$ cat src/common/ppp_defs.vh
// constants for the programming-port protection controller
`ifndef PPP_DEFS_VH
`define PPP_DEFS_VH

// external operations
`define PPP_OP_READ 2'h0
`define PPP_OP_WRITE 2'h1
`define PPP_OP_ROW_ERASE 2'h2
`define PPP_OP_BLOCK_ERASE 2'h3

// memory targets
`define PPP_TGT_EE 2'h0
`define PPP_TGT_CFG 2'h1
`define PPP_TGT_ID 2'h2
`define PPP_TGT_PM 2'h3

// table address map
`define PPP_ADDR_W 22
`define PPP_ID_FIRST 22'h200000
`define PPP_ID_LAST 22'h200007
`define PPP_CFG_FIRST 22'h300000
`define PPP_CFG_LAST 22'h30000D
`define PPP_CFG_IDX_W 4
`define PPP_CFG_COUNT 14

// configuration byte indices (offset from the config base)
`define PPP_CFG4L_IDX 4'h6
`define PPP_CFG5L_IDX 4'h8
`define PPP_CFG5H_IDX 4'h9
`define PPP_CFG6H_IDX 4'hB
`define PPP_PROT_FIRST_IDX 4'h8

// bit positions
`define PPP_LOWVOLT_BIT 2
`define PPP_DEBUG_BIT 7
`define PPP_EERD_BIT 7
`define PPP_BOOTCP_BIT 6
`define PPP_EEWR_BIT 7
`define PPP_CFGWR_BIT 5
`define PPP_CP_LSB 0
`define PPP_CP_MSB 3

`define PPP_ERASED_BYTE 8'hFF
`define PPP_ZERO_BYTE 8'h00

// resources held by the debugger
`define PPP_DBG_STACK_LEVELS 2'h2
`define PPP_DBG_PM_BYTES 10'h200
`define PPP_DBG_DM_BYTES 4'hA

`define PPP_BIT_COUNT 4'h8
`define PPP_STATE_W 2

`endif

$ cat src/ppp_protect_ctrl.v
// gate between the serial programming port, the cpu table path and the memories
// What this block does
// RL1: read protect active blocks every external data-eeprom read and write.
// RL2: write protect active blocks external data-eeprom writes only.
// RL3: cpu data-eeprom reads and writes ignore both eeprom protect bits.
// RL4: running code cannot change the config write protect bit.
// RL5: config write protect changes only from programmer; when active blocks config writes.
// RL6: eight id words 200000h-200007h readable and writable by cpu and programmer.
// RL7: id words stay readable externally under code protection.
// RL8: debugger enabled when the debug config bit is 0.
// RL9: debugger holds both port pins, 2 stack levels, 512 pm and 10 dm bytes.
// RL10: bit 2 of config byte 4 low is the low-voltage program enable.
// RL11: with low-voltage enable set, entry pin is not general-purpose io.
// RL12: erased configuration has low-voltage enable at 1.
// RL13: supply on master clear plus entry pin high enters programming mode.
// RL14: high voltage on master clear always enters programming mode.
// RL15: outside circuit holds entry pin low for normal running.
// RL16: low-voltage enable changes only in a high-voltage session.
// RL17: low-voltage enable cleared: entry pin ignored and freed as io.
// RL18: protected memory erases only by block erase; row erase refused.
// RL19: link uses port bit 6 as clock and port bit 7 as data.
// RL20: protection bits write 1 to 0 only; block erase restores 1.
// RL21: refused external read returns zero; refused write changes nothing.
`timescale 1ns/1ps
`include "ppp_defs.vh"
module ppp_protect_ctrl #(
  parameter ADDR_W = `PPP_ADDR_W,
  parameter DATA_W = 8
) (
  input wire mclk,
  input wire rst_n,
  // link pins, port bit 6 clock and port bit 7 data
  input wire progSerialClock,
  input wire progSerialDataIn,
  output reg progSerialDataOut_r,
  output reg progSerialDataOe_n_r,
  // master clear comparators and entry pin
  input wire mclrHighVoltage,
  input wire mclrAtSupply,
  input wire progModeEntryPin,
  // decoded programmer requests
  input wire extReq,
  input wire [1:0] extOp,
  input wire [1:0] extTgt,
  input wire [ADDR_W-1:0] extAddr,
  input wire [DATA_W-1:0] extWdata,
  output reg extDone_r,
  output reg extRefused_r,
  output reg [DATA_W-1:0] extRdData_r,
  // cpu table and eeprom requests
  input wire cpuReq,
  input wire cpuWrite,
  input wire cpuEe,
  input wire [ADDR_W-1:0] cpuAddr,
  input wire [DATA_W-1:0] cpuWdata,
  output reg cpuCfgDone_r,
  output reg [DATA_W-1:0] cpuCfgRdData_r,
  // memory side
  output reg memRdEn_r,
  output reg memWrEn_r,
  output reg memRowErase_r,
  output reg memBlockErase_r,
  output reg memSrcExt_r,
  output reg [1:0] memTgt_r,
  output reg [ADDR_W-1:0] memAddr_r,
  output reg [DATA_W-1:0] memWdata_r,
  input wire memRdValid,
  input wire [DATA_W-1:0] memRdData,
  // status
  output reg progMode_r,
  output reg hvSession_r,
  output reg lowVoltProgEnable_r,
  output reg entryPinIsGpio_r,
  output reg debugEnable_r,
  output reg debugPinsReserved_r,
  output reg [1:0] debugStackLevels_r,
  output reg [9:0] debugPmBytes_r,
  output reg [3:0] debugDmBytes_r,
  output reg progSerialDataIn_r
);
  localparam IDLE = 2'h0;
  localparam WAIT_RD = 2'h1;

  wire [3:0] pinSync;
  wire modeProg;
  wire modeHv;
  wire linkClk;
  reg linkClkDly_r;
  wire linkRise;
  reg [`PPP_STATE_W-1:0] state_r;
  reg [DATA_W-1:0] shift_r;
  reg [3:0] bitCnt_r;
  wire [8*`PPP_CFG_COUNT-1:0] cfgFlat;
  wire [7:0] cfg4l;
  wire [7:0] cfg5l;
  wire [7:0] cfg5h;
  wire [7:0] cfg6h;
  wire lowVoltBit;
  wire entrySync;
  wire eeRdProt;
  wire eeWrProt;
  wire cfgWrProt;
  wire codeProt;
  wire extTake;
  wire cpuTake;
  wire extIsId;
  wire extCfgHit;
  wire [`PPP_CFG_IDX_W-1:0] extCfgIdx;
  wire cpuCfgHit;
  wire [`PPP_CFG_IDX_W-1:0] cpuCfgIdx;
  wire cpuIdHit;
  reg extAllow;
  wire extCfgWrite;
  wire cpuCfgWrite;
  wire blockErase;
  wire [7:0] extCfgRd;
  wire [7:0] cpuCfgRd;

  ppp_sync #(.WIDTH(4)) u_pinSync (
    .mclk(mclk),
    .rst_n(rst_n),
    .asyncIn({progSerialDataIn, progSerialClock, mclrHighVoltage, mclrAtSupply}),
    .syncOut_r(pinSync)
  );

  assign linkClk = pinSync[2]; // RL19

  ppp_mode_ctrl u_mode (
    .mclk(mclk),
    .rst_n(rst_n),
    .hvDetect(pinSync[1]),
    .mclrAtSupply(pinSync[0]),
    .progEntryPin(entrySync),
    .lowVoltProgEnable(lowVoltBit),
    .progMode_r(modeProg),
    .hvSession_r(modeHv)
  );

  // entry pin synchronised on its own so it can be ignored cleanly when freed
  ppp_sync #(.WIDTH(1)) u_entrySync (
    .mclk(mclk),
    .rst_n(rst_n),
    .asyncIn(progModeEntryPin),
    .syncOut_r(entrySync)
  );

  // configuration fields; protect and debug bits active low as fuses, low-voltage enable active high
  assign cfg4l = cfgFlat[8*`PPP_CFG4L_IDX +: 8];
  assign cfg5l = cfgFlat[8*`PPP_CFG5L_IDX +: 8];
  assign cfg5h = cfgFlat[8*`PPP_CFG5H_IDX +: 8];
  assign cfg6h = cfgFlat[8*`PPP_CFG6H_IDX +: 8];
  assign lowVoltBit = cfg4l[`PPP_LOWVOLT_BIT]; // RL10
  assign eeRdProt = ~cfg5h[`PPP_EERD_BIT];
  assign eeWrProt = ~cfg6h[`PPP_EEWR_BIT];
  assign cfgWrProt = ~cfg6h[`PPP_CFGWR_BIT];
  assign codeProt = ~(&cfg5l[`PPP_CP_MSB:`PPP_CP_LSB]) | ~cfg5h[`PPP_BOOTCP_BIT];

  // cpu runs only outside programming mode; programmer only inside it
  assign extTake = extReq & (state_r == IDLE);
  assign cpuTake = cpuReq & ~modeProg;

  assign extIsId = (extAddr >= `PPP_ID_FIRST) && (extAddr <= `PPP_ID_LAST);
  assign extCfgHit = (extTgt == `PPP_TGT_CFG) &&
    (extAddr >= `PPP_CFG_FIRST) && (extAddr <= `PPP_CFG_LAST);
  assign extCfgIdx = extAddr[`PPP_CFG_IDX_W-1:0];
  assign cpuCfgHit = ~cpuEe && (cpuAddr >= `PPP_CFG_FIRST) && (cpuAddr <= `PPP_CFG_LAST);
  assign cpuCfgIdx = cpuAddr[`PPP_CFG_IDX_W-1:0];
  assign cpuIdHit = ~cpuEe && (cpuAddr >= `PPP_ID_FIRST) && (cpuAddr <= `PPP_ID_LAST);

  always @* begin
    extAllow = modeProg;
    case (extTgt)
      `PPP_TGT_EE: begin
        if (eeRdProt) begin
          extAllow = 1'b0; // RL1
        end else if ((extOp != `PPP_OP_READ) && eeWrProt) begin
          extAllow = 1'b0; // RL2
        end
      end
      `PPP_TGT_CFG: begin
        if (!extCfgHit) begin
          extAllow = 1'b0;
        end else if ((extOp != `PPP_OP_READ) && cfgWrProt) begin
          extAllow = 1'b0; // RL5
        end
      end
      `PPP_TGT_ID: begin
        // id words ignore code protection for reads
        if (!extIsId) begin
          extAllow = 1'b0; // RL6 RL7
        end
      end
      `PPP_TGT_PM: begin
        if ((extOp == `PPP_OP_ROW_ERASE) && codeProt) begin
          extAllow = 1'b0; // RL18
        end else if ((extOp == `PPP_OP_READ || extOp == `PPP_OP_WRITE) && codeProt) begin
          extAllow = 1'b0;
        end
      end
      default: begin
        extAllow = 1'b0;
      end
    endcase
    // block erase is the only way back from protection, so it is refused only outside programming mode
    if (extOp == `PPP_OP_BLOCK_ERASE) begin
      extAllow = modeProg; // RL18 RL20
    end
  end

  assign extCfgWrite = extTake & extAllow & (extOp == `PPP_OP_WRITE) & extCfgHit; // RL5
  // cpu can never write protection bytes, so the config lock stays read-only to code
  assign cpuCfgWrite = cpuTake & cpuWrite & cpuCfgHit & ~cfgWrProt &
    (cpuCfgIdx < `PPP_PROT_FIRST_IDX); // RL4
  assign blockErase = extTake & modeProg & (extOp == `PPP_OP_BLOCK_ERASE); // RL20
  assign extCfgRd = cfgFlat[8*extCfgIdx +: 8];
  assign cpuCfgRd = cfgFlat[8*cpuCfgIdx +: 8];

  // configuration storage, erased state is all ones
  genvar gi;
  generate
    for (gi = 0; gi < `PPP_CFG_COUNT; gi = gi + 1) begin : g_cfg
      reg [7:0] cfgByte_r;
      reg [7:0] cfgByte_nxt;
      always @* begin
        cfgByte_nxt = cfgByte_r;
        if (blockErase) begin
          cfgByte_nxt = `PPP_ERASED_BYTE; // RL20
        end else if (extCfgWrite && (extCfgIdx == gi)) begin
          if (gi >= `PPP_PROT_FIRST_IDX) begin
            cfgByte_nxt = cfgByte_r & extWdata; // RL20
          end else begin
            cfgByte_nxt = extWdata;
          end
          if ((gi == `PPP_CFG4L_IDX) && !modeHv) begin
            cfgByte_nxt[`PPP_LOWVOLT_BIT] = cfgByte_r[`PPP_LOWVOLT_BIT]; // RL16
          end
        end else if (cpuCfgWrite && (cpuCfgIdx == gi)) begin
          cfgByte_nxt = cpuWdata;
          if (gi == `PPP_CFG4L_IDX) begin
            cfgByte_nxt[`PPP_LOWVOLT_BIT] = cfgByte_r[`PPP_LOWVOLT_BIT]; // RL16
          end
        end
      end
      always @(posedge mclk or negedge rst_n) begin
        if (!rst_n) begin
          cfgByte_r <= `PPP_ERASED_BYTE; // RL12
        end else begin
          cfgByte_r <= cfgByte_nxt;
        end
      end
      assign cfgFlat[8*gi +: 8] = cfgByte_r;
    end
  endgenerate

  // request handling and memory strobes
  always @(posedge mclk or negedge rst_n) begin
    if (!rst_n) begin
      state_r <= IDLE;
      extDone_r <= 1'b0;
      extRefused_r <= 1'b0;
      extRdData_r <= `PPP_ZERO_BYTE;
      cpuCfgDone_r <= 1'b0;
      cpuCfgRdData_r <= `PPP_ZERO_BYTE;
      memRdEn_r <= 1'b0;
      memWrEn_r <= 1'b0;
      memRowErase_r <= 1'b0;
      memBlockErase_r <= 1'b0;
      memSrcExt_r <= 1'b0;
      memTgt_r <= `PPP_TGT_EE;
      memAddr_r <= {ADDR_W{1'b0}};
      memWdata_r <= `PPP_ZERO_BYTE;
    end else begin
      extDone_r <= 1'b0;
      extRefused_r <= 1'b0;
      cpuCfgDone_r <= 1'b0;
      memRdEn_r <= 1'b0;
      memWrEn_r <= 1'b0;
      memRowErase_r <= 1'b0;
      memBlockErase_r <= 1'b0;
      case (state_r)
        IDLE: begin
          if (extTake) begin
            if (!extAllow) begin
              // refused: no strobe reaches memory, reads give zero
              extDone_r <= 1'b1;
              extRefused_r <= 1'b1;
              extRdData_r <= `PPP_ZERO_BYTE; // RL21
            end else if ((extTgt == `PPP_TGT_CFG) && (extOp != `PPP_OP_BLOCK_ERASE)) begin
              extDone_r <= 1'b1;
              extRdData_r <= (extOp == `PPP_OP_READ) ? extCfgRd : `PPP_ZERO_BYTE;
            end else begin
              memSrcExt_r <= 1'b1;
              memTgt_r <= extTgt;
              memAddr_r <= extAddr;
              memWdata_r <= extWdata;
              memRdEn_r <= (extOp == `PPP_OP_READ);
              memWrEn_r <= (extOp == `PPP_OP_WRITE);
              memRowErase_r <= (extOp == `PPP_OP_ROW_ERASE);
              memBlockErase_r <= (extOp == `PPP_OP_BLOCK_ERASE);
              if (extOp == `PPP_OP_READ) begin
                state_r <= WAIT_RD;
              end else begin
                extDone_r <= 1'b1;
                extRdData_r <= `PPP_ZERO_BYTE;
              end
            end
          end else if (cpuTake) begin
            if (cpuCfgHit) begin
              cpuCfgDone_r <= 1'b1;
              cpuCfgRdData_r <= cpuCfgRd; // RL4
            end else begin
              // cpu eeprom path bypasses the eeprom protect bits
              memSrcExt_r <= 1'b0;
              memTgt_r <= cpuEe ? `PPP_TGT_EE : (cpuIdHit ? `PPP_TGT_ID : `PPP_TGT_PM); // RL3 RL6
              memAddr_r <= cpuAddr;
              memWdata_r <= cpuWdata;
              memRdEn_r <= ~cpuWrite;
              memWrEn_r <= cpuWrite;
            end
          end
        end
        WAIT_RD: begin
          if (memRdValid) begin
            extDone_r <= 1'b1;
            extRdData_r <= memRdData;
            state_r <= IDLE;
          end
        end
        default: begin
          state_r <= IDLE;
        end
      endcase
    end
  end

  // read data goes out lsb first, one bit per link clock rise
  assign linkRise = linkClk & ~linkClkDly_r;

  always @(posedge mclk or negedge rst_n) begin
    if (!rst_n) begin
      linkClkDly_r <= 1'b0;
      shift_r <= `PPP_ZERO_BYTE;
      bitCnt_r <= 4'h0;
      progSerialDataOut_r <= 1'b0;
      progSerialDataOe_n_r <= 1'b1;
      progSerialDataIn_r <= 1'b0;
    end else begin
      linkClkDly_r <= linkClk;
      progSerialDataIn_r <= pinSync[3];
      if (extDone_r && !modeProg) begin
        bitCnt_r <= 4'h0;
        progSerialDataOe_n_r <= 1'b1;
      end else if (extDone_r && (state_r == IDLE)) begin
        // a newer answer replaces a byte the programmer never clocked out
        shift_r <= extRdData_r;
        bitCnt_r <= `PPP_BIT_COUNT;
      end else if (linkRise && (bitCnt_r != 4'h0)) begin
        progSerialDataOut_r <= shift_r[0]; // RL19
        progSerialDataOe_n_r <= 1'b0;
        shift_r <= {1'b0, shift_r[DATA_W-1:1]};
        bitCnt_r <= bitCnt_r - 4'h1;
      end else if (linkRise) begin
        progSerialDataOe_n_r <= 1'b1;
      end
      if (!modeProg) begin
        progSerialDataOe_n_r <= 1'b1;
      end
    end
  end

  // status and debugger reservations
  always @(posedge mclk or negedge rst_n) begin
    if (!rst_n) begin
      progMode_r <= 1'b0;
      hvSession_r <= 1'b0;
      lowVoltProgEnable_r <= 1'b1;
      entryPinIsGpio_r <= 1'b0;
      debugEnable_r <= 1'b0;
      debugPinsReserved_r <= 1'b0;
      debugStackLevels_r <= 2'h0;
      debugPmBytes_r <= 10'h000;
      debugDmBytes_r <= 4'h0;
    end else begin
      progMode_r <= modeProg;
      hvSession_r <= modeHv;
      lowVoltProgEnable_r <= lowVoltBit;
      entryPinIsGpio_r <= ~lowVoltBit; // RL11 RL17
      debugEnable_r <= ~cfg4l[`PPP_DEBUG_BIT]; // RL8
      debugPinsReserved_r <= ~cfg4l[`PPP_DEBUG_BIT]; // RL9
      debugStackLevels_r <= cfg4l[`PPP_DEBUG_BIT] ? 2'h0 : `PPP_DBG_STACK_LEVELS; // RL9
      debugPmBytes_r <= cfg4l[`PPP_DEBUG_BIT] ? 10'h000 : `PPP_DBG_PM_BYTES; // RL9
      debugDmBytes_r <= cfg4l[`PPP_DEBUG_BIT] ? 4'h0 : `PPP_DBG_DM_BYTES; // RL9
    end
  end
endmodule // ppp_protect_ctrl

$ cat src/ppp_sync.v
// two-flop synchroniser for pins entering the mclk domain
`timescale 1ns/1ps
module ppp_sync #(
  parameter WIDTH = 1
) (
  input wire mclk,
  input wire rst_n,
  input wire [WIDTH-1:0] asyncIn,
  output reg [WIDTH-1:0] syncOut_r
);
  reg [WIDTH-1:0] meta_r;

  always @(posedge mclk or negedge rst_n) begin
    if (!rst_n) begin
      meta_r <= {WIDTH{1'b0}};
      syncOut_r <= {WIDTH{1'b0}};
    end else begin
      meta_r <= asyncIn;
      syncOut_r <= meta_r;
    end
  end
endmodule // ppp_sync

$ cat src/ppp_mode_ctrl.v
// programming-mode entry: high-voltage and low-voltage sessions
`timescale 1ns/1ps
`include "ppp_defs.vh"
module ppp_mode_ctrl (
  input wire mclk,
  input wire rst_n,
  input wire hvDetect,
  input wire mclrAtSupply,
  input wire progEntryPin,
  input wire lowVoltProgEnable,
  output reg progMode_r,
  output reg hvSession_r
);
  localparam RUN = 2'h0;
  localparam LV_PROG = 2'h1;
  localparam HV_PROG = 2'h2;

  reg [`PPP_STATE_W-1:0] state_r;
  reg [`PPP_STATE_W-1:0] state_nxt;
  wire lvEntry;

  // entry pin counts only while low-voltage entry is enabled
  assign lvEntry = lowVoltProgEnable & mclrAtSupply & progEntryPin; // RL13 RL17

  always @* begin
    state_nxt = state_r;
    case (state_r)
      RUN: begin
        if (hvDetect) begin
          state_nxt = HV_PROG; // RL14
        end else if (lvEntry) begin
          state_nxt = LV_PROG; // RL13
        end
      end
      LV_PROG: begin
        // high voltage always takes over a low-voltage session
        if (hvDetect) begin
          state_nxt = HV_PROG; // RL14
        end else if (!lvEntry) begin
          state_nxt = RUN;
        end
      end
      HV_PROG: begin
        if (!hvDetect) begin
          state_nxt = RUN;
        end
      end
      default: begin
        state_nxt = RUN;
      end
    endcase
  end

  always @(posedge mclk or negedge rst_n) begin
    if (!rst_n) begin
      state_r <= RUN;
      progMode_r <= 1'b0;
      hvSession_r <= 1'b0;
    end else begin
      state_r <= state_nxt;
      progMode_r <= (state_nxt != RUN);
      hvSession_r <= (state_nxt == HV_PROG);
    end
  end
endmodule // ppp_mode_ctrl

$ cat config.mk
export PLATFORM = sky130hd
export DESIGN_NAME = ppp_protect_ctrl
export DESIGN_NICKNAME = d
export VERILOG_FILES = /design/src/ppp_protect_ctrl.v /design/src/ppp_sync.v /design/src/ppp_mode_ctrl.v
export VERILOG_INCLUDE_DIRS = /design/src /design/src/common
export SDC_FILE = /design/constraint.sdc
export NUM_CORES = 1
export LEC_CHECK = 0
export BUFFER_PORTS_ARGS = -buffer_cell sky130_fd_sc_hd__buf_4
export CORE_MARGIN = 10
export CORE_UTILIZATION = 25
export DETAILED_ROUTE_END_ITERATION = 10
export GPL_TIMING_DRIVEN = 0
export HOLD_SLACK_MARGIN = 0.12
export PLACE_DENSITY = 0.49
export SLEW_MARGIN = 10
export SYNTH_ARGS = -nofsm -noshare
export SYNTH_HDL_FRONTEND = slang
export SYNTH_HIERARCHICAL = 1
export SYNTH_SLANG_ARGS = --single-unit
$ cat constraint.sdc
create_clock -name mclk -period 5.9 [get_ports mclk]
set_input_delay 0.885 -clock mclk [delete_from_list [all_inputs] [get_ports mclk]]
set_output_delay 0.885 -clock mclk [all_outputs]
set_load 0.005 [all_outputs]
## Yosys cells after proc, flatten, opt, wreduce, memory -nomap -nowiden

Index checks and enable logic that the tools add are counted.

- Bits in registers: 221
- Output and inout bits: 81

- $add $sub $neg: 1
- Magnitude comparators: 9
- Eq/ne operators: 48
- Shift operators: 2
- Muxes and demuxes: 139
- Bitwise logic cells: 34
- Reductions and logical operators: 83

Operators by type and width:

| kind | count |
|---|---|
| 8-bit 2-to-1 mux | 55 |
| 112-bit by 8-bit indexed part select with 8-bit output | 2 |
| 22-bit 2-to-1 mux | 5 |
| 22-bit >= comparator, second input constant | 4 |
| 22-bit <= comparator, second input constant | 4 |
| 1-bit 2-to-1 mux | 52 |
| 8-bit bitwise AND | 6 |
| 4-bit equality test, second input constant | 12 |
| 3-bit nonzero test | 15 |
| 1-bit logical AND | 43 |
| 2-bit 2-to-1 mux | 17 |
| 4-bit by 3-bit equality test with 1-bit output, second input constant | 8 |
| 4-bit by 2-bit equality test with 1-bit output, second input constant | 4 |
| 4-bit 2-to-1 mux | 4 |
| 2-bit != test, second input constant | 8 |
| 8-bit case mux with 2 select lines | 1 |
| 1-bit bitwise AND | 14 |
| 2-bit nonzero test | 7 |
| 1-bit inverter | 13 |
| 2-bit equality test, second input constant | 6 |
| 4-bit AND reduction | 3 |
| 10-bit 2-to-1 mux | 1 |
| 5-bit AND reduction | 2 |
| 2-bit by 1-bit equality test with 1-bit output, second input constant | 4 |
| 18 further kinds | 26 |

## Logic depth before layout (Yosys ltp)

Gate-level depths: netlist of the first run.

- Word-level depth: 14
- Depth in mapped cells: 9
- Depth with buffers taken out: 7

## By module

Netlist of the first run, hierarchy kept.

Modules (own cells, without submodules):

| module | times used | cells each | area each (µm²) |
|---|---|---|---|
| ppp_protect_ctrl | 1 | 1091 | 11259.5 |
| ppp_sync at u_pinSync | 1 | 8 | 200.2 |
| ppp_mode_ctrl | 1 | 9 | 152.6 |
| ppp_sync at u_entrySync | 1 | 2 | 50.0 |

## Least setup slack after synthesis of the first run

No wires, ideal clock.

- Kind: input -> register
- From: input extAddr[18]
- To: register extRdData_r[0]
- Arrival: 2.680 ns
- Slack: 3.095 ns
- Stages: 6
- Path buffers: 0
- Path through: nor4_1 > nand4_1 > a211oi_4 > nor2_4 > o31ai_4 > mux2_2

- Cells in the longest elaborated chain, start to end: 9

Ends and longest elaborated chain:

| what | line | source |
|---|---|---|
| from (decl) | ppp_protect_ctrl.v:45 | `input wire [ADDR_W-1:0] extAddr,` |
| 22-bit >= comparator (no source line) | - |  |
| 1-bit logical AND (2 in a row) | ppp_protect_ctrl.v:163 | `` assign extCfgHit = (extTgt == `PPP_TGT_CFG) && `` |
| 1-bit 2-to-1 mux | ppp_protect_ctrl.v:181 | `if (!extCfgHit) begin` |
| 1-bit case mux with 4 select lines * | ppp_protect_ctrl.v:172 | `case (extTgt)` |
| 1-bit 2-to-1 mux * | ppp_protect_ctrl.v:205 | `` if (extOp == `PPP_OP_BLOCK_ERASE) begin `` |
| 8-bit 2-to-1 mux | ppp_protect_ctrl.v:283 | `if (!extAllow) begin` |
| 8-bit 2-to-1 mux | ppp_protect_ctrl.v:282 | `if (extTake) begin` |
| 8-bit case mux with 2 select lines | ppp_protect_ctrl.v:280 | `case (state_r)` |
| to (signal assigned) | ppp_protect_ctrl.v:287 | `` extRdData_r <= `PPP_ZERO_BYTE; `` |
| to (signal assigned) | ppp_protect_ctrl.v:290 | `` extRdData_r <= (extOp == `PPP_OP_READ) ? extCfgRd : `PPP_ZERO_BYTE; `` |
| to (signal assigned) | ppp_protect_ctrl.v:304 | `` extRdData_r <= `PPP_ZERO_BYTE; `` |
| to (decl) | ppp_protect_ctrl.v:49 | `output reg [DATA_W-1:0] extRdData_r,` |

Mark *: on every way between the ends. The rest lies on a longest branch, timed or not. The select of a mux whose other input is x is not followed.
A chain may end at the register's enable or synchronous reset.

## Worst setup path after layout of the first run

- From: input cpuAddr[10]
- To: register g_cfg[1].cfgByte_r[3]

- Cells in the longest elaborated chain, start to end: 8

Ends and longest elaborated chain:

| what | line | source |
|---|---|---|
| from (decl) | ppp_protect_ctrl.v:54 | `input wire [ADDR_W-1:0] cpuAddr,` |
| 22-bit >= comparator (no source line) | - |  |
| 1-bit logical AND | ppp_protect_ctrl.v:166 | `` assign cpuCfgHit = ~cpuEe && (cpuAddr >= `PPP_CFG_FIRST) && (cpuAddr <= `PPP_CFG_LAST); `` |
| 1-bit logical AND * | ppp_protect_ctrl.v:166 |  |
| 1-bit bitwise AND * (3 in a row) | ppp_protect_ctrl.v:212 | `assign cpuCfgWrite = cpuTake & cpuWrite & cpuCfgHit & ~cfgWrProt &` |
| 1-bit logical AND * | ppp_protect_ctrl.v:237 | `end else if (cpuCfgWrite && (cpuCfgIdx == gi)) begin` |
| 3-bit nonzero test (no source line) * | - |  |
| to (signal assigned) | ppp_protect_ctrl.v:246 | `` cfgByte_r <= `PPP_ERASED_BYTE; `` |
| to (signal assigned) | ppp_protect_ctrl.v:248 | `cfgByte_r <= cfgByte_nxt;` |
| to (decl) | ppp_protect_ctrl.v:222 | `reg [7:0] cfgByte_r;` |

Mark *: on every way between the ends. The rest lies on a longest branch, timed or not.

==> flow_metrics.py, run 1 <==
metrics = {
    "cts": {
        "cts.sink_count": 204,
        "clock_latency_ps": 560,
        "max_buffers_root_to_sink": 3,
        "ctsResizeCount": 0,
        "postCtsHoldBufs": 0,
        "cts.htree.levels": 1,
        "cts_tree": "done",
        "cts_made_buffers": 26,
        "clock_tree.root_cell": "sky130_fd_sc_hd__clkbuf_16",
        "post_cts_buffers": 0,
        "clk_pin_slew_ps": 60,
    },
    "sta": {
        "tightest_slew_ps": 1210,
        "share_of_the_clock_period_used_by_the_worst_path": 0.581,
        "finalSetupViolations": 0,
        "timing.final.ws_setup_ps": 2470,
        "max_slew_margin": 0.186,
        "final.min_clock_period_ps": 3430,
        "grt_setup_unrepaired": "false",
        "slew_viol_final": 0,
        "clock_skew_ps": 31.8,
        "hold_viol": 0,
        "timing.setup.tns_ps": 0,
        "max_freq_ghz": 0.292,
    },
    "pwr": {
        "power.density_cell_area_mw_per_mm2": 280,
        "leakage_component_of_the_power_uw": 0.00620,
        "power.ir.vdd_worst_mv": 0.207,
    },
    "setup_path": {
        "timing.critical_path.slowest_cell_delay_ps": 1060,
        "crit_slowest_cell": "sky130_fd_sc_hd__nor4_2",
        "critical_path_arrival_ps": 3860,
        "crit_type": "primary input to flop",
        "startpoint_type": "primary input",
        "worstPathMaxFanout": 10,
        "cp_cell_sequence": "buf_4, nor4_1, nand3_1, buf_2, nor4_2, mux2_2, mux2i_1, nand2_1",
        "required_ps": 6330,
        "capturing_element_type_of_the_critical_path": "flop",
    },
    "synthesis": {
        "synth_mux_area_frac": 0.244,
        "ys_seq_elements": 204,
        "netlist_area_mm2": 0.0117,
        "adder_cell_fraction_of_synth_area": 0.00107,
        "yosysUniqueCellTypes": 58,
        "synth-edff-count": 0,
        "share_of_the_yosys_chip_area_belonging_to_registers": 0.450,
        "dominant_combinational_cell_family_by_area_after_synthesis": "multiplexers",
        "yosysWarningCount": 6,
        "syn-instance-count": 1110,
        "syn_avg_cell_area_um2": 10.5,
        "async_flop_share": 1.00,
        "yosysTopAreaCell": "sky130_fd_sc_hd__dfstp_2",
        "synth_top_cells_by_area": "sky130_fd_sc_hd__dfstp_2 (26%), sky130_fd_sc_hd__dfrtp_1 (19%), sky130_fd_sc_hd__mux4_2 (9.3%)",
        "netlist.area_leader.share": 0.257,
        "yosys.area_share.simple": 0.160,
        "synth-compound-area-share": 0.0937,
        "synth-xor-area-share": 0.00225,
        "dominantRegCellSynth": "sky130_fd_sc_hd__dfstp_2",
    },
    "layout": {
        "largest_register_ff_count": 80,
        "n_fill_cell": 4815,
        "final_layout_size_suffix_gt1_frac": 0.371,
        "max_flop_register": "g_cfg.cfgByte_r",
        "fin_nets": 1372,
        "largest_registers": "g_cfg.cfgByte_r: 80 flops, memAddr_r: 22 flops",
        "flow.area_growth_from_synthesis_pct": 23.8,
    },
    "grt": {
        "globalRouteTotalUtil": 0.150,
        "grt_start_max_net_pins": 77,
        "via_count_of_the_first_global_routing_pass": 9576,
        "grt_overflow_total": 0,
        "grt_pass1_wl_mm": 64.3,
        "grt_antenna_before_repair": 2,
    },
    "drt": {
        "route.detailed.wl_per_inst_um": 22.5,
        "routed-via-count": 9476,
        "detail_route.iter0.violations": 676,
        "antenna_left": 0,
        "postRouteWirelength_mm": 43.1,
        "dr.pass1.iters": 7,
        "drc": 0,
        "vias_per_cell": 4.95,
    },
    "die": {
        "die-width_um": 236,
        "die_y_um": 236,
        "floorplan.initialDensity": 0.252,
        "floorplan.rows": 79,
        "boundaryPins": 165,
        "fp.coreArea_mm2": 0.0464,
        "die_footprint_mm2": 0.0557,
    },
    "placement": {
        "port_buffers": 132,
        "place_worst_setup_slack_ps": 1950,
        "place_congestion": 0.878,
        "detailedPlacementHpwl_mm": 31.6,
    },
    "status": {
        "status": "finished clean",
    },
    "worst_hold_path": {
        "holdCritPathClass": "primary input to async pin",
    },
    "job": {
        "maxCapViolations": 0,
    },
}
## metrics by stage
| stage | instance area (um2) | util | hold slack [ps] | total power (uW) | instances |
|---|---|---|---|---|---|
| 2_1_floorplan | 11700 | - | 331 | 2070 | 1121 |
| 3_3_place_gp | 13500 | 0.290 | 331 | 2430 | 1860 |
| 3_5_place_dp | 13600 | 0.293 | 335 | 2450 | 1866 |
| 4_1_cts | 14400 | 0.311 | 256 | 4100 | 1913 |
| 5_1_grt | 14400 | 0.311 | 269 | 4240 | 1913 |
| 6_report | 14400 | 0.312 | 252 | 4040 | 1914 |
## report_power, final
| part | switching (uW) | total, uW | internal (uW) |
|---|---|---|---|
| Sequential | 95.7 | 1680 | 1590 |
| Clock | 636 | 1620 | 985 |
| Combinational | 374 | 737 | 363 |
| Total | 1110 | 4040 | 2940 |
## cell usage after synthesis (8+ instances only)
cell type	number
sky130_fd_sc_hd__nand2_1	195
sky130_fd_sc_hd__dfstp_2	114
sky130_fd_sc_hd__mux2i_1	94
sky130_fd_sc_hd__dfrtp_1	90
sky130_fd_sc_hd__nor2_1	78
sky130_fd_sc_hd__mux2_2	71
sky130_fd_sc_hd__o21ai_0	54
sky130_fd_sc_hd__mux4_2	48
sky130_fd_sc_hd__a21oi_1	42
sky130_fd_sc_hd__nor3_1	40
sky130_fd_sc_hd__clkbuf_1	38
sky130_fd_sc_hd__buf_4	29
sky130_fd_sc_hd__o21a_1	23
sky130_fd_sc_hd__inv_1	18
sky130_fd_sc_hd__nor4_1	18
sky130_fd_sc_hd__nand2b_1	15
sky130_fd_sc_hd__buf_1	13
sky130_fd_sc_hd__buf_2	13
sky130_fd_sc_hd__and2_1	12
sky130_fd_sc_hd__nand3_1	10
sky130_fd_sc_hd__o22ai_1	9
sky130_fd_sc_hd__o31ai_1	9
sky130_fd_sc_hd__o2111ai_2	8
## layout make-up
cell class                 count  area [um2]  share of cell area
inverter                      18        67.6             0.00468
buffer                        99         504              0.0349
clock buffer                  40         773              0.0535
tap                          607         759              0.0526
clock inverter                 7        96.3             0.00667
multi-input combinational    800        5910               0.409
sequential                   204        5250               0.363
timing repair buffer         138        1080              0.0749
antenna                        1        2.50            0.000173
## worst paths after layout
| kind | endpoint | slack [ps] | cells after the start | from |
|---|---|---|---|---|
| max in group asynchronous | g_cfg[3].cfgByte_r[6] | 4810 | 2 | rst_n |
| min reg2reg | u_pinSync/syncOut_r[2] | 350 | 0 | u_pinSync/meta_r[2] |
| max reg2reg | g_cfg[4].cfgByte_r[3] | 2780 | 7 | u_mode/progMode_r |
| max | g_cfg[1].cfgByte_r[3] | 2470 | 8 | cpuAddr[10] |
| min | bitCnt_r[1] | 250 | 1 | rst_n |
| min in group mclk | u_pinSync/syncOut_r[2] | 350 | 0 | u_pinSync/meta_r[2] |
## cell families (layout without fill, tap and decap cells)
family / after synthesis / count (layout)
adder cells (fa/ha/maj): 1 / 1
AO/OA/AOI/OAI: 165 / 165
XOR/XNOR: 3 / 3
AND/OR/NAND/NOR: 404 / 404
flip-flops: 204 / 204
other: 1 / 13
buffers and inverters: 117 / 302
multiplexers: 215 / 215
## layer usage
| metal | track usage | up-vias | part of all wire |
|---|---|---|---|
| met5 | 0 | - | 0.00016 |
| met4 | 0.0338 | 2 | 0.021 |
| met3 | 0.0325 | 63 | 0.076 |
| met2 | 0.232 | 369 | 0.45 |
| met1 | 0.209 | 4772 | 0.45 |
| li1 | - | 4270 | - |
## critical path: cells and delay by family
kind / cells / cell delay, ps
buf+inv: 2 / 450
mux: 2 / 550
simple gates: 4 / 1960
## placed cells by master, fill, tap and decap left out, drive strengths merged, types with 21 or more instances in the layout
cell / n
nand2: 195
a21oi: 42
dfstp: 114
clkbuf: 84
mux2i: 94
mux4: 48
buf: 193
o21a: 23
dfrtp: 90
nor4: 21
nor3: 40
mux2: 73
nor2: 79
o21ai: 55
Note: power is estimated with default switching activity, not from simulation.
==> run 2, diff against run 1 <==
==> constraint.sdc (replaced) <==
create_clock -name mclk -period 3.3 [get_ports mclk]
set_input_delay 0.495 -clock mclk [delete_from_list [all_inputs] [get_ports mclk]]
set_output_delay 0.495 -clock mclk [all_outputs]
set_load 0.005 [all_outputs]
==> flow_metrics.py, run 2 (synthesized netlist as in run 1, its figures left out) <==
metrics = {
    "layout": {
        "layout.cells.most_common": "sky130_fd_sc_hd__nand2_1",
        "max_flop_register": "g_cfg.cfgByte_r",
        "largest_registers": "g_cfg.cfgByte_r: 80 flops, memAddr_r: 22 flops",
        "flow.area_growth_from_synthesis_pct": 24.5,
        "largest_register_ff_count": 80,
        "fin_nets": 1380,
        "highest_count_cells_in_the_layout_ignoring_fill_and_taps": "sky130_fd_sc_hd__nand2_1 (195), sky130_fd_sc_hd__buf_4 (163), sky130_fd_sc_hd__dfstp_2 (114), sky130_fd_sc_hd__mux2i_1 (94), sky130_fd_sc_hd__dfrtp_1 (90)",
        "final_layout_size_suffix_gt1_frac": 0.368,
        "stdcell_area_mm2": 0.0145,
        "utilization_after_layout": 0.313,
    },
    "setup_path": {
        "required_ps": 3750,
        "capturing_element_type_of_the_critical_path": "flop",
        "startpoint_type": "flop",
        "critical_path_arrival_ps": 3570,
        "rr_worst_depth": 7,
        "worstPathMaxFanout": 10,
        "crit_type": "flop to flop",
    },
    "placement": {
        "port_buffers": 132,
        "place_congestion": 0.878,
        "dpl-instance-area_mm2": 0.0136,
        "detailedPlacementHpwl_mm": 31.6,
    },
    "die": {
        "fp.coreArea_mm2": 0.0464,
        "floorplan.initialDensity": 0.252,
        "die-width_um": 236,
        "die_y_um": 236,
        "floorplan.rows": 79,
        "die_footprint_mm2": 0.0557,
        "boundaryPins": 165,
    },
    "pwr": {
        "pwr-share-comb": 0.183,
        "power.ir.vdd_worst_mv": 0.369,
        "power.density_cell_area_mw_per_mm2": 498,
        "p_int_uw": 5250,
        "netSwitchingPower_uw": 1970,
        "leakage_component_of_the_power_uw": 0.00624,
        "power.clock.fraction": 0.400,
        "seq_power_share": 0.416,
        "finalPower_uw": 7230,
        "power_switching_share": 0.273,
    },
    "drt": {
        "dr.pass1.iters": 8,
        "detail_route.iter0.violations": 679,
        "drc": 0,
        "vias_per_cell": 4.93,
        "routed-via-count": 9473,
        "route.detailed.wl_per_inst_um": 22.4,
        "postRouteWirelength_mm": 43.1,
        "antenna_left": 0,
    },
    "sta": {
        "share_of_the_clock_period_used_by_the_worst_path": 0.943,
        "slew_viol_final": 0,
        "tightest_slew_ps": 1210,
        "timing.setup.tns_ps": 0,
        "finalSetupViolations": 0,
        "hold_viol": 0,
        "max_freq_ghz": 0.321,
        "final.min_clock_period_ps": 3110,
        "max_slew_margin": 0.189,
        "clock_skew_ps": 29.8,
        "grt_setup_unrepaired": "false",
    },
    "cts": {
        "post_cts_buffers": 0,
        "clock_tree.root_cell": "sky130_fd_sc_hd__clkbuf_16",
        "cts_made_buffers": 26,
        "ctsResizeCount": 0,
        "cts.htree.levels": 1,
        "cts.sink_count": 204,
        "clk_pin_slew_ps": 60,
        "cts_tree": "done",
        "max_buffers_root_to_sink": 3,
        "clock_latency_ps": 560,
    },
    "status": {
        "status": "finished clean",
    },
    "job": {
        "maxCapViolations": 0,
    },
    "grt": {
        "grt_antenna_before_repair": 2,
        "grt_overflow_total": 0,
        "grt_start_max_net_pins": 77,
        "via_count_of_the_first_global_routing_pass": 9612,
        "grt_pass1_wl_mm": 64.4,
        "globalRouteTotalUtil": 0.150,
    },
    "worst_hold_path": {
        "worst_hold_depth": 2,
        "holdCritPathClass": "primary input to flop",
    },
}
run 2: cell count changes in the layout (fill, tap and decap cells not counted):
cell                            previous run  this run
sky130_fd_sc_hd__dlygate4sd3_1             0         8
run 2: worst paths after layout:
path                                     start                endpoint  slack (ps)
min in group asynchronous                rst_n             bitCnt_r[1]         460
min reg2reg                u_pinSync/meta_r[2]  u_pinSync/syncOut_r[2]         350
max in group asynchronous                rst_n   g_cfg[4].cfgByte_r[3]        2010
min                                   cpuWrite               memRdEn_r         160
max reg2reg                  u_mode/progMode_r   g_cfg[4].cfgByte_r[4]         190
max                          u_mode/progMode_r   g_cfg[4].cfgByte_r[4]         190
run 2: power by group through the flow:
stage / Sequential (uW) / Combinational [uW] / Clock, uW
after floorplan: 3010 / 693 / 0
after global placement: 3030 / 1320 / 0
after detailed placement: 3050 / 1340 / 0
after CTS: 3010 / 1350 / 2990
after global routing: 3050 / 1460 / 3090
final: 3010 / 1320 / 2890
run 2: per-layer routing:
metal | vias up | share of wire | track usage
met2 | 361 | 0.45 | 0.232
met1 | 4760 | 0.45 | 0.210
met5 | - | 0.00016 | 0
met3 | 61 | 0.076 | 0.0323
met4 | 2 | 0.021 | 0.0338
li1 | 4289 | - | -
run 2: final cells by class:
cell class	count	area, um2
fill	4812	31800
clock inverter	7	96.3
tap	607	759
timing repair buffer	146	1160
sequential	204	5250
multi-input combinational	800	5910
antenna	1	2.50
buffer	99	504
clock buffer	40	773
inverter	18	67.6
run 2: worst max-delay path, cell delays in order (launching register included):
cell and delay (ps):
sky130_fd_sc_hd__dfrtp_1 500, sky130_fd_sc_hd__clkbuf_1 460, sky130_fd_sc_hd__nand3_1 720, sky130_fd_sc_hd__inv_1 310
sky130_fd_sc_hd__clkbuf_1 460, sky130_fd_sc_hd__nor2_1 180, sky130_fd_sc_hd__and2_1 200, sky130_fd_sc_hd__nor3_1 170
run 2: timing repair:
action | 4_1_cts | 5_1_grt
hold buffers | 8 | 0
endpoints found under the hold margin | 43 | 0
endpoints found under the setup margin | 0 | 0
run 2: stage by stage:
step           std cells  hold WS [ps]  setup WS [ps]
3_3_place_gp        1860           331           -377
2_1_floorplan       1121           199            885
4_1_cts             1921           142            262
3_5_place_dp        1866           335           -259
6_report            1922           157            188
5_1_grt             1921           156           36.2
==> run 3, diff against run 2 <==
--- a/config.mk
+++ b/config.mk
@@ -16,5 +16,4 @@
 export SLEW_MARGIN = 10
 export SYNTH_ARGS = -nofsm -noshare
 export SYNTH_HDL_FRONTEND = slang
-export SYNTH_HIERARCHICAL = 1
 export SYNTH_SLANG_ARGS = --single-unit
==> flow_metrics.py, run 3 <==
metrics = {
    "cts": {
        "cts_tree": "done",
        "max_buffers_root_to_sink": 3,
        "clk_pin_slew_ps": 60,
        "cts.sink_count": 204,
        "clock_tree.root_cell": "sky130_fd_sc_hd__clkbuf_16",
        "cts.htree.levels": 1,
        "cts_made_buffers": 24,
        "clock_latency_ps": 540,
    },
    "sta": {
        "slew_viol_final": 0,
        "finalSetupViolations": 0,
        "max_slew_margin": 0.186,
        "grt_setup_unrepaired": "false",
        "tightest_slew_ps": 1210,
        "max_freq_ghz": 0.323,
        "share_of_the_clock_period_used_by_the_worst_path": 0.940,
        "clock_skew_ps": 7.11,
        "final.min_clock_period_ps": 3100,
        "timing.setup.tns_ps": 0,
        "hold_viol": 0,
    },
    "setup_path": {
        "critical_path_arrival_ps": 3530,
        "cp_cell_sequence": "buf_4, buf_1, buf_1, mux4_2, a22oi_1, nand2_1, a32o_1, mux2_2",
        "crit-reg2reg-capture": "g_cfg[4].cfgByte_r[4]",
        "crit-reg2reg-launch": "state_r[0]",
        "timing.critical_path.slowest_cell_delay_ps": 750,
        "cp_num_buf_inv": 3,
        "required_ps": 3730,
        "crit_slowest_cell": "sky130_fd_sc_hd__buf_1",
        "register_to_register_path_setup_slack_ps": 250,
        "critPathMostFrequentCell": "sky130_fd_sc_hd__buf_1",
        "critical_path.top_delay_family": "buffers and inverters",
        "startpoint": "extAddr[1]",
        "capturing_element_type_of_the_critical_path": "flop",
        "rr_worst_depth": 8,
        "crit_type": "primary input to flop",
        "startpoint_type": "primary input",
        "worstPathMaxFanout": 10,
    },
    "drt": {
        "top_signal_layer_used": "met4",
        "vias_per_cell": 4.85,
        "met2_wirelength_mm": 19.3,
        "antenna_left": 0,
        "dr.pass1.iters": 5,
        "drc": 0,
        "route.detailed.wl_per_inst_um": 22.3,
        "met3WireLength_mm": 2.69,
        "detail_route.iter0.violations": 659,
        "detail_route.wirelength.met1_mm": 18.7,
        "routed-via-count": 9134,
        "postRouteWirelength_mm": 42.0,
    },
    "synthesis": {
        "syn_avg_cell_area_um2": 10.9,
        "syn-instance-count": 1068,
        "synth_mux_area_frac": 0.269,
        "yosysTopAreaCell": "sky130_fd_sc_hd__dfstp_2",
        "yosysWarningCount": 0,
        "yosys.cell_count.top_type": "sky130_fd_sc_hd__nand2_1",
        "synth.cells.most_frequent": "sky130_fd_sc_hd__nand2_1 (231), sky130_fd_sc_hd__dfstp_2 (114), sky130_fd_sc_hd__mux2_2 (103)",
        "ys_seq_elements": 204,
        "synth-compound-area-share": 0.0673,
        "dominantRegCellSynth": "sky130_fd_sc_hd__dfstp_2",
        "synth_top_cells_by_area": "sky130_fd_sc_hd__dfstp_2 (26%), sky130_fd_sc_hd__dfrtp_1 (19%), sky130_fd_sc_hd__mux2_2 (10%)",
        "yosysUniqueCellTypes": 59,
        "share_of_the_yosys_chip_area_belonging_to_registers": 0.452,
        "netlist.area_leader.share": 0.258,
        "synth-xor-area-share": 0.00227,
        "async_flop_share": 1.00,
        "synth-edff-count": 0,
        "dominant_combinational_cell_family_by_area_after_synthesis": "multiplexers",
        "adder_cell_fraction_of_synth_area": 0.00194,
        "yosys.area_share.simple": 0.162,
        "netlist_area_mm2": 0.0116,
    },
    "placement": {
        "place_congestion": 0.863,
        "detailedPlacementHpwl_mm": 30.9,
        "port_buffers": 148,
    },
    "grt": {
        "grt_overflow_total": 0,
        "grt_antenna_before_repair": 1,
        "grt_start_max_net_pins": 85,
        "via_count_of_the_first_global_routing_pass": 9380,
        "globalRouteTotalUtil": 0.146,
        "grt_pass1_wl_mm": 62.8,
    },
    "die": {
        "floorplan.rows": 78,
        "boundaryPins": 165,
        "die_y_um": 235,
        "die-width_um": 235,
        "fp.coreArea_mm2": 0.0457,
        "floorplan.initialDensity": 0.254,
        "die_footprint_mm2": 0.0554,
    },
    "status": {
        "status": "finished clean",
    },
    "pwr": {
        "power.ir.vdd_worst_mv": 0.312,
        "power.density_cell_area_mw_per_mm2": 500,
        "finalPower_uw": 7290,
        "leakage_component_of_the_power_uw": 0.00612,
    },
    "layout": {
        "flow.area_growth_from_synthesis_pct": 25.6,
        "n_fill_cell": 4736,
        "seq_area_mm2": 0.00525,
        "final_layout_size_suffix_gt1_frac": 0.403,
        "multi_input_comb_area_mm2": 0.00589,
        "fin_nets": 1350,
        "largest_register_ff_count": 80,
        "max_flop_register": "g_cfg.cfgByte_r",
        "highest_count_cells_in_the_layout_ignoring_fill_and_taps": "sky130_fd_sc_hd__nand2_1 (231), sky130_fd_sc_hd__buf_4 (168), sky130_fd_sc_hd__dfstp_2 (114), sky130_fd_sc_hd__mux2_2 (103), sky130_fd_sc_hd__dfrtp_1 (90)",
        "largest_registers": "g_cfg.cfgByte_r: 80 flops, memAddr_r: 22 flops",
        "layout.cells.most_common": "sky130_fd_sc_hd__nand2_1",
    },
    "worst_hold_path": {
        "worst_hold_depth": 2,
        "worst_hold_path.endpoint": "memRdEn_r",
        "holdCritPathClass": "primary input to flop",
        "hp-start": "cpuWrite",
    },
    "job": {
        "maxCapViolations": 0,
    },
}
run 3: what timing repair did:
action / CTS / global route
endpoints found under the setup margin: 48 / 43
resized for setup: 1 / 0
buffers inserted: 0 / 4
hold buffers: 6 / 0
endpoints found under the hold margin: 46 / 0
pin swaps: 0 / 6
run 3: routing by layer:
metal,track usage,up-vias
li1,-,4161
met1,0.196,4609
met2,0.231,299
met4,0.0445,0
met3,0.0318,65
met5,0,-
run 3: metrics by stage:
step,area [um2],util,hold slack (ps),instances,setup WS [ps]
floorplan,11600,-,199,1079,629
global placement,13500,0.296,335,1827,-745
detailed placement,13600,0.297,339,1830,-318
CTS,14500,0.318,125,1880,29.6
global route,14600,0.319,136,1883,6.17
finish,14600,0.319,142,1884,200
run 3: cell families (layout without fill, tap and decap cells):
group / Yosys count / count (layout)
flip-flops: 204 / 204
buffers and inverters: 111 / 315
multiplexers: 239 / 239
adder cells (fa/ha/maj): 2 / 2
AND/OR/NAND/NOR: 384 / 384
XOR/XNOR: 3 / 3
other: 1 / 13
AO/OA/AOI/OAI: 124 / 124
run 3: layout make-up:
class / instances / share of cell area
diodes: 1 / 0.000172
plain buffers: 89 / 0.0300
clock buffers: 35 / 0.0489
clock inverters: 9 / 0.0101
inverters: 21 / 0.00541
multi-input cells: 764 / 0.404
flip-flops and latches: 204 / 0.360
well taps: 600 / 0.0515
repair buffers: 161 / 0.0898
run 3: worst register-to-register path, stage by stage (launching register included):
cell and delay [ps]:
sky130_fd_sc_hd__dfrtp_1 360, sky130_fd_sc_hd__clkbuf_1 210, sky130_fd_sc_hd__nor2b_1 150, sky130_fd_sc_hd__clkbuf_1 340
sky130_fd_sc_hd__nand4_1 390, sky130_fd_sc_hd__buf_4 340, sky130_fd_sc_hd__nor4_4 820, sky130_fd_sc_hd__mux2i_1 280
sky130_fd_sc_hd__nand2_1 70
run 3: power by group:
| group | internal [uW] | switching [uW] |
|---|---|---|
| clock | 1810 | 1140 |
| sequential | 2840 | 175 |
| combinational | 660 | 667 |
run 3: worst max-delay path by stage:
stage | slack, ps | depth (start not counted) | endpoint
after detailed placement | -320 | 8 | extRdData_r[3]
after global placement | -740 | 7 | cfg6h[5]
after floorplan | 630 | 7 | extRdData_r[0]
after global routing | 6 | 8 | extRdData_r[5]
final | 200 | 8 | extRdData_r[3]
after CTS | 30 | 9 | cfg4l[2]
